$ cat src/hdl/cbl_regs.svh
// Constants for the carry bit logic and branch condition slice
`ifndef CBL_REGS_SVH
`define CBL_REGS_SVH
`define CBL_BYTE_W 8
`define CBL_BITNO_W 3
`define CBL_OP_W 4
`define CBL_COND_W 3
`define CBL_CARRY_RST 1'h0
`define CBL_PC_W 16
`endif

$ cat src/hdl/cbl_pkg.sv
// Types for the carry bit logic and branch condition slice
`include "cbl_regs.svh"
package cbl_pkg;
  typedef enum logic [3:0] {
    CBL_NOP = 4'h0,
    CBL_OR_BIT = 4'h1,
    CBL_OR_INV = 4'h2,
    CBL_XOR_BIT = 4'h3,
    CBL_XOR_INV = 4'h4,
    CBL_LOAD_BIT = 4'h5,
    CBL_LOAD_INV = 4'h6,
    CBL_STORE_BIT = 4'h7,
    CBL_STORE_INV = 4'h8
  } cbl_op_t;
  typedef enum logic [2:0] {
    CBL_BR_ALWAYS = 3'h0,
    CBL_BR_NEVER = 3'h1,
    CBL_BR_HIGHER = 3'h2,
    CBL_BR_HIGHER_SAME = 3'h3
  } cbl_cond_t;
endpackage

$ cat src/hdl/cbl_branch_eval.sv
// Branch condition evaluator for the always, never, higher and higher-or-same forms
`timescale 1ns/1ps
module cbl_branch_eval
  import cbl_pkg::*;
(
  input wire logic [2:0] cond_i,
  input wire logic carry_i,
  input wire logic zero_i,
  output logic taken_o
);
  // Unknown codes are never taken, safest choice for a slice
  always_comb begin
    case (cond_i)
      CBL_BR_ALWAYS: taken_o = 1'b1;
      CBL_BR_NEVER: taken_o = 1'b0;
      CBL_BR_HIGHER: taken_o = ~(carry_i | zero_i);
      CBL_BR_HIGHER_SAME: taken_o = ~carry_i;
      default: taken_o = 1'b0;
    endcase
  end
endmodule // cbl_branch_eval

$ cat src/hdl/cbl_carry_bit_logic.sv
// Carry flag bit operations and branch decision for the core datapath
`timescale 1ns/1ps
`include "cbl_regs.svh"
// Notes on behaviour
// - OR selected bit into carry
// - OR inverted selected bit into carry
// - XOR selected bit into carry
// - XOR inverted selected bit into carry
// - Load selected bit into carry
// - Load inverted selected bit into carry
// - Store carry into selected bit
// - Store inverted carry into selected bit
// - Bit number from 3-bit immediate only
// - Branch always, never, high when C|Z zero
// - Higher-or-same branch taken when carry zero
module cbl_carry_bit_logic
  import cbl_pkg::*;
(
  input wire logic ref_clk_i,
  input wire logic reset_i,
  input wire logic op_valid_i,
  input wire logic [3:0] op_i,
  input wire logic [2:0] bit_no_i,
  input wire logic [7:0] operand_i,
  input wire logic br_valid_i,
  input wire logic [2:0] cond_i,
  input wire logic zero_i,
  input wire logic carry_load_i,
  input wire logic carry_value_i,
  output logic carry_o,
  output logic [7:0] result_o,
  output logic result_we_o,
  output logic br_taken_o,
  output logic br_done_o
);
  // All state in one record: carry flag, store byte and branch decision.
  // Strobes live in the record too, so every output leaves a flip-flop.
  typedef struct packed {
    logic carry;
    logic [`CBL_BYTE_W-1:0] result;
    logic result_we;
    logic br_taken;
    logic br_done;
  } cbl_state_t;

  cbl_state_t st_q, st_d;
  logic sel_bit;
  logic taken;

  // Picks one bit of the byte by the immediate index.
  // Only the 3-bit immediate reaches here; no register-held index exists.
  function automatic logic pick_bit(input logic [7:0] b, input logic [2:0] n);
    return b[n];
  endfunction

  // Replaces one bit, rest of the byte stays as read
  function automatic logic [7:0] put_bit(input logic [7:0] b, input logic [2:0] n,
                                         input logic v);
    logic [7:0] r;
    r = b;
    r[n] = v;
    return r;
  endfunction

  assign sel_bit = pick_bit(operand_i, bit_no_i);

  cbl_branch_eval u_br (
    .cond_i(cond_i),
    .carry_i(st_q.carry),
    .zero_i(zero_i),
    .taken_o(taken)
  );

  ////////////////////////////////////////////////////////////////////////////
  // Next state: carry update, store result, branch decision.
  // A direct flag write is applied first so that an OR, XOR or load bit operation
  // in the same cycle overrides it; the core never expects both to land.
  always_comb begin
    st_d = st_q;
    st_d.result_we = 1'b0;
    st_d.br_done = 1'b0;
    if (carry_load_i) begin
      st_d.carry = carry_value_i; // Flag write from rest of core
    end
    if (op_valid_i) begin
      case (op_i)
        CBL_OR_BIT: st_d.carry = st_q.carry | sel_bit;
        CBL_OR_INV: st_d.carry = st_q.carry | ~sel_bit;
        CBL_XOR_BIT: st_d.carry = st_q.carry ^ sel_bit;
        CBL_XOR_INV: st_d.carry = st_q.carry ^ ~sel_bit;
        CBL_LOAD_BIT: st_d.carry = sel_bit;
        CBL_LOAD_INV: st_d.carry = ~sel_bit;
        CBL_STORE_BIT: begin
          st_d.result = put_bit(operand_i, bit_no_i, st_q.carry);
          st_d.result_we = 1'b1;
        end
        CBL_STORE_INV: begin
          st_d.result = put_bit(operand_i, bit_no_i, ~st_q.carry);
          st_d.result_we = 1'b1;
        end
        default: st_d.result_we = 1'b0;
      endcase
    end
    // Branches look at the carry before this cycle's update
    if (br_valid_i) begin
      st_d.br_taken = taken;
      st_d.br_done = 1'b1;
    end
  end

  ////////////////////////////////////////////////////////////////////////////
  // State register
  always_ff @(posedge ref_clk_i or posedge reset_i) begin
    if (reset_i) begin
      st_q <= '{carry: `CBL_CARRY_RST, result: '0, result_we: 1'b0,
                br_taken: 1'b0, br_done: 1'b0};
    end else begin
      st_q <= st_d;
    end
  end

  assign carry_o = st_q.carry;
  assign result_o = st_q.result;
  assign result_we_o = st_q.result_we;
  assign br_taken_o = st_q.br_taken;
  assign br_done_o = st_q.br_done;

  ////////////////////////////////////////////////////////////////////////////
  // Checks
  or_bit_a: assert property (@(posedge ref_clk_i) disable iff (reset_i)
    op_valid_i && !carry_load_i && op_i == CBL_OR_BIT |=> carry_o == ($past(carry_o) | $past(sel_bit)))
    else $error("or bit wrong");
  or_inv_a: assert property (@(posedge ref_clk_i) disable iff (reset_i)
    op_valid_i && !carry_load_i && op_i == CBL_OR_INV |=> carry_o == ($past(carry_o) | !$past(sel_bit)))
    else $error("or inverted bit wrong");
  xor_bit_a: assert property (@(posedge ref_clk_i) disable iff (reset_i)
    op_valid_i && !carry_load_i && op_i == CBL_XOR_BIT |=> carry_o == ($past(carry_o) ^ $past(sel_bit)))
    else $error("xor bit wrong");
  xor_inv_a: assert property (@(posedge ref_clk_i) disable iff (reset_i)
    op_valid_i && !carry_load_i && op_i == CBL_XOR_INV |=> carry_o == ($past(carry_o) ^ !$past(sel_bit)))
    else $error("xor inverted bit wrong");
  load_bit_a: assert property (@(posedge ref_clk_i) disable iff (reset_i)
    op_valid_i && op_i == CBL_LOAD_BIT |=> carry_o == $past(operand_i[bit_no_i]))
    else $error("load bit wrong");
  load_inv_a: assert property (@(posedge ref_clk_i) disable iff (reset_i)
    op_valid_i && op_i == CBL_LOAD_INV |=> carry_o != $past(operand_i[bit_no_i]))
    else $error("load inverted bit wrong");
  store_bit_a: assert property (@(posedge ref_clk_i) disable iff (reset_i)
    op_valid_i && op_i == CBL_STORE_BIT |=> result_we_o && result_o[$past(bit_no_i)] == $past(carry_o))
    else $error("store bit wrong");
  store_inv_a: assert property (@(posedge ref_clk_i) disable iff (reset_i)
    op_valid_i && op_i == CBL_STORE_INV |=> result_we_o && result_o[$past(bit_no_i)] != $past(carry_o))
    else $error("store inverted bit wrong");
  store_keep_a: assert property (@(posedge ref_clk_i) disable iff (reset_i)
    op_valid_i && (op_i == CBL_STORE_BIT || op_i == CBL_STORE_INV) |=>
      ((result_o ^ $past(operand_i)) & ~(8'h01 << $past(bit_no_i))) == 8'h00)
    else $error("store touched other bits");
  br_high_a: assert property (@(posedge ref_clk_i) disable iff (reset_i)
    br_valid_i && cond_i == CBL_BR_HIGHER |=> br_done_o && br_taken_o == !($past(carry_o) || $past(zero_i)))
    else $error("high branch wrong");
  br_fixed_a: assert property (@(posedge ref_clk_i) disable iff (reset_i)
    br_valid_i && (cond_i == CBL_BR_ALWAYS || cond_i == CBL_BR_NEVER) |=>
      br_taken_o == ($past(cond_i) == CBL_BR_ALWAYS))
    else $error("always or never branch wrong");
  br_hs_a: assert property (@(posedge ref_clk_i) disable iff (reset_i)
    br_valid_i && cond_i == CBL_BR_HIGHER_SAME |=> br_taken_o == !$past(carry_o))
    else $error("higher or same branch wrong");
  cv_store_c: cover property (@(posedge ref_clk_i) op_valid_i && op_i == CBL_STORE_BIT);
  cv_xor_c: cover property (@(posedge ref_clk_i) op_valid_i && op_i == CBL_XOR_INV);
  cv_br_c: cover property (@(posedge ref_clk_i) br_valid_i && cond_i == CBL_BR_HIGHER && taken);
  cv_load_c: cover property (@(posedge ref_clk_i) op_valid_i && op_i == CBL_LOAD_INV);
  cv_hs_c: cover property (@(posedge ref_clk_i) br_valid_i && cond_i == CBL_BR_HIGHER_SAME);

  ////////////////////////////////////////////////////////////////////////////
  // Hold, pulse and reset checks
  // Strobes must be single-cycle, or the core would write a byte twice
  reset_vals_a: assert property (@(posedge ref_clk_i)
    reset_i |=> carry_o == 1'b0 && result_o == 8'h00 && !result_we_o && !br_done_o && !br_taken_o)
    else $error("reset values wrong");
  nop_hold_a: assert property (@(posedge ref_clk_i) disable iff (reset_i)
    op_valid_i && !carry_load_i && (op_i == CBL_NOP || op_i > CBL_STORE_INV) |=>
      $stable(carry_o) && !result_we_o)
    else $error("unknown op changed state");
  carry_load_a: assert property (@(posedge ref_clk_i) disable iff (reset_i)
    carry_load_i && !op_valid_i |=> carry_o == $past(carry_value_i))
    else $error("direct carry write lost");
  cond_unknown_a: assert property (@(posedge ref_clk_i) disable iff (reset_i)
    br_valid_i && cond_i > CBL_BR_HIGHER_SAME |=> br_done_o && !br_taken_o)
    else $error("unknown condition taken");
  we_pulse_a: assert property (@(posedge ref_clk_i) disable iff (reset_i)
    !op_valid_i |=> !result_we_o)
    else $error("write strobe without store");
  done_pulse_a: assert property (@(posedge ref_clk_i) disable iff (reset_i)
    !br_valid_i |=> !br_done_o)
    else $error("branch done without request");
  result_hold_a: assert property (@(posedge ref_clk_i) disable iff (reset_i)
    !(op_valid_i && (op_i == CBL_STORE_BIT || op_i == CBL_STORE_INV)) |=> $stable(result_o))
    else $error("result byte moved");
  taken_hold_a: assert property (@(posedge ref_clk_i) disable iff (reset_i)
    !br_valid_i |=> $stable(br_taken_o))
    else $error("branch decision moved");
endmodule // cbl_carry_bit_logic

$ cat config.mk
export PLATFORM = sky130hd
export DESIGN_NAME = cbl_carry_bit_logic
export DESIGN_NICKNAME = d
export VERILOG_FILES = /design/src/hdl/cbl_pkg.sv /design/src/hdl/cbl_branch_eval.sv /design/src/hdl/cbl_carry_bit_logic.sv
export VERILOG_INCLUDE_DIRS = /design/src /design/src/hdl
export SDC_FILE = /design/constraint.sdc
export NUM_CORES = 1
export LEC_CHECK = 0
export BUFFER_PORTS_ARGS = -buffer_cell sky130_fd_sc_hd__buf_2
export CORE_ASPECT_RATIO = 0.8
export CORE_MARGIN = 3
export CORE_UTILIZATION = 36
export CTS_CLUSTER_DIAMETER = 40
export DETAILED_ROUTE_END_ITERATION = 8
export GPL_TIMING_DRIVEN = 0
export REMOVE_ABC_BUFFERS = 1
export SLEW_MARGIN = 20
export SYNTH_ARGS = -nofsm -noshare
export SYNTH_HDL_FRONTEND = slang
export SYNTH_SLANG_ARGS = --single-unit
export TNS_END_PERCENT = 20
$ cat constraint.sdc
create_clock -name ref_clk_i -period 2.23 [get_ports ref_clk_i]
set_input_delay 0.1115 -clock ref_clk_i [delete_from_list [all_inputs] [get_ports ref_clk_i]]
set_output_delay 0.1115 -clock ref_clk_i [all_outputs]
set_load 0.1 [all_outputs]
==> metrics.md <==
| Metric | Value |
|---|---|
| Vias in the first global route | slightly above 700 |
| Max cap viols | 0 |
| Wire per inst | 12.2 microns |
| Cell leakage power | approximately 0.57 nW |
| Worst Path Class, Setup | reg -> reg |
| Gr usage total | 14.5% |
| Yosys top cell area share | 35.0% |
| PortBufs | 36 |
| Die Y | 49.6 microns |
| Initial antenna violation count | 0 |
| # Post-CTS Setup Buffers | 0 |
| Placed Area | 0.00105 sq mm |
| Total I/O pin count | 37 |
| Drt pass-1 iters | 2 |
| Gates resized, CTS repair | 0 |
| Met3 WL | 87 microns |
| Post-route antenna net violation count | 0 |
| Total Power | 984 uW |
| Top cells by area, synth | dfrtp_1, mux2i_1, nand2_1 |
| Final WL | 1.90 mm |
| Worst-margin pin slew | 0.949 ns |
| YS warnings | 0 |
| Core Box Area | 0.00221 sq mm |
| Layout cells sized above 1 | 38.5% |
| Crit share post-route | between 70% and 80% |
| Worst EP required | 2.36 ns |
| Root Buffer | clkbuf_4 |
| Top Layer Used | met4 |
| H-Tree Level Count | 1 |
| Final Util | 50.1% |
| Syn Std Cell Area | 857 sq um |
| WP data arrival | 1.91 ns |
| Slowest CP cell | dfrtp_1 |
| #FFs+latches synth | 12 |
| Total power divided by cell area | 887 mW/mm^2 |
| Pin count of the biggest net entering global routing | 18 |
| RePlAce Congestion | 0.751 |
| RSZ-0062 raised after global routing | false |
| First-pass GRT wire length | 3.25 mm |
| Max Clk Rate | 0.563 GHz |
| Initial core utilization | 38.7% |
| Drt drc | 0 |
| Insertion delay of the later-clocked pin in the worst-skew pair | 0.27 ns |
| Hpwl dp | between 1.5 and 2 mm |
| Type of the tightest min-delay check | in -> reg |
| Setup WS pre-CTS | between 0.4 and 0.5 ns |
| Tmin final | between 1.5 and 2 ns |
| Die area | 0.00301 sq mm |
| Setup ws final | 0.454 ns |
| Max Slew Vio Count | 0 |
| Post-synth top area cell | dfrtp_1 |
| Vias per cell | 5.03 |
| CTS Buffer Depth | 2 |
| DR vias | 780 |
| Worst setup SP type | flip-flop |
| Rel. slew slack | 36.3% |
| CTS tree | done |
| Most frequent cells in the layout | buf_2, nand2_1, dfrtp_1, mux2i_1, o21ai_0 |
| Sequential fraction of the synthesis area | 35.0% |
| Setup violators final | 0 |
| Commonest non-fill, non-tap cell in the layout | buf_2 |
| Final setup TNS | 0 ns |
| Peak supply drop | 642 uV |
| Fin nets | ~160 |
| Final Cell Area | ~0.0011 sq mm |
| ANT cells | 0 |
| Max incr delay on CP | 0.48 ns |
| Final Hold Viols | 0 |
| Die W | slightly above 60 microns |
| Yosys cell types | 33 |
| CTS buffer count | 3 |
| Cells along the critical path | mux2_2 -> o21bai_1 -> nor3b_1 -> a2111oi_4 -> o311ai_2 |
| Critical-path maximum fanout | 8 |
| Avg Inst Size Synth | 9.52 sq um |
| Status | finished, final reports clean |
| Clock net sink count | 12 |
| WL met2 | 810 microns |
| Area Growth Syn to Fin | 29.5% |
| DRT met1 WL | 960 microns |
| Gr ovfl total | 0 |
| Clk pin slew, worst setup/hold paths | roughly 0.070 ns |
| DRT iter0 DRCs | 16 |
| Clock skew | between 0.005 and 0.006 ns |
| Row count | 15 |
| Gate Count Post-Synth | 90 |
| Worst setup EP type | flip-flop |
## cell families after synthesis
kind of cell / Yosys count / synth area share (%)
compound gates: 21 / 19.9
xor+xnor: 1 / 1.90
buf+inv: 6 / 3.50
flops: 12 / 35.0
mux: 14 / 17.2
simple gates: 36 / 22.5
## Yosys cell counts (all sizes together)
cell and n:
a2111oi 1, nand2 13, dfrtp 12, or2 1, buf 1, inv 4
and2 2, a311oi 1, a21oi 3, nand3 3, and3 1, a22oi 2
xor2 1, a21boi 1, a2bb2oi 1, nor2 5, o311ai 1, nand2b 3
nor2b 2, mux2 3, o21ai 9, and2b 1, clkbuf 1, mux2i 11
nor3 2, o21bai 1, nor3b 1, nor4b 2, o211ai 1
## state kept, by name (all words and copies together) (netlist names)
name / count
br_done_o: 1
result_we_o: 1
result_o: 8
br_taken_o: 1
carry_o: 1
## power by group
part	total, mW	switching (mW)	internal (mW)
combinational	0.530	0.419	0.111
clock	0.169	0.0695	0.0992
sequential	0.285	0.0259	0.259
## routing by layer
metal / vias to the layer above / track usage [%]
met2: 18 / 20.1
met3: 5 / 2.88
met4: 0 / 6.50
met5: - / 0
li1: 404 / -
met1: 353 / 21.5
## layout make-up
type / count / area, sq um
Clock buffer: 4 / 36.3
Fill cell: 222 / 1100
Inverter: 4 / 15.0
Multi-Input combinational cell: 72 / 527
Timing Repair Buffer: 38 / 200
Sequential cell: 12 / 300
Tap cell: 25 / 31.3
## worst max-delay path, delay by kind of cell (launching register included)
kind	cells	cell delay (ns)
compound gates	3	0.72
flops	1	0.48
mux	1	0.33
simple gates	1	0.11
## worst paths after layout
kind / start / to / slack, ns / cells past startpoint
setup reg to reg: carry_o / carry_o / 0.45 / 5
max in group asynchronous: reset_i / result_o[6] / 1.56 / 3
setup / recovery: carry_o / carry_o / 0.45 / 5
hold / removal: operand_i[4] / result_o[4] / 0.16 / 3
min in group asynchronous: reset_i / result_we_o / 0.37 / 3
hold reg to reg: result_o[3] / result_o[3] / 0.48 / 2
## repair_timing
| item | CTS | global route |
|---|---|---|
| hold endpoints to repair | 13 | 0 |
| endpoints found under the setup margin | 0 | 0 |
| hold buffers | 2 | 0 |
## through the flow
stage	hold slack, ns	cells
6_report	0.162	155
5_1_grt	0.165	155
4_1_cts	0.153	155
3_5_place_dp	0.146	149
3_3_place_gp	0.126	149
2_1_floorplan	-0.0238	88
Power figures use the tool's default switching activity.
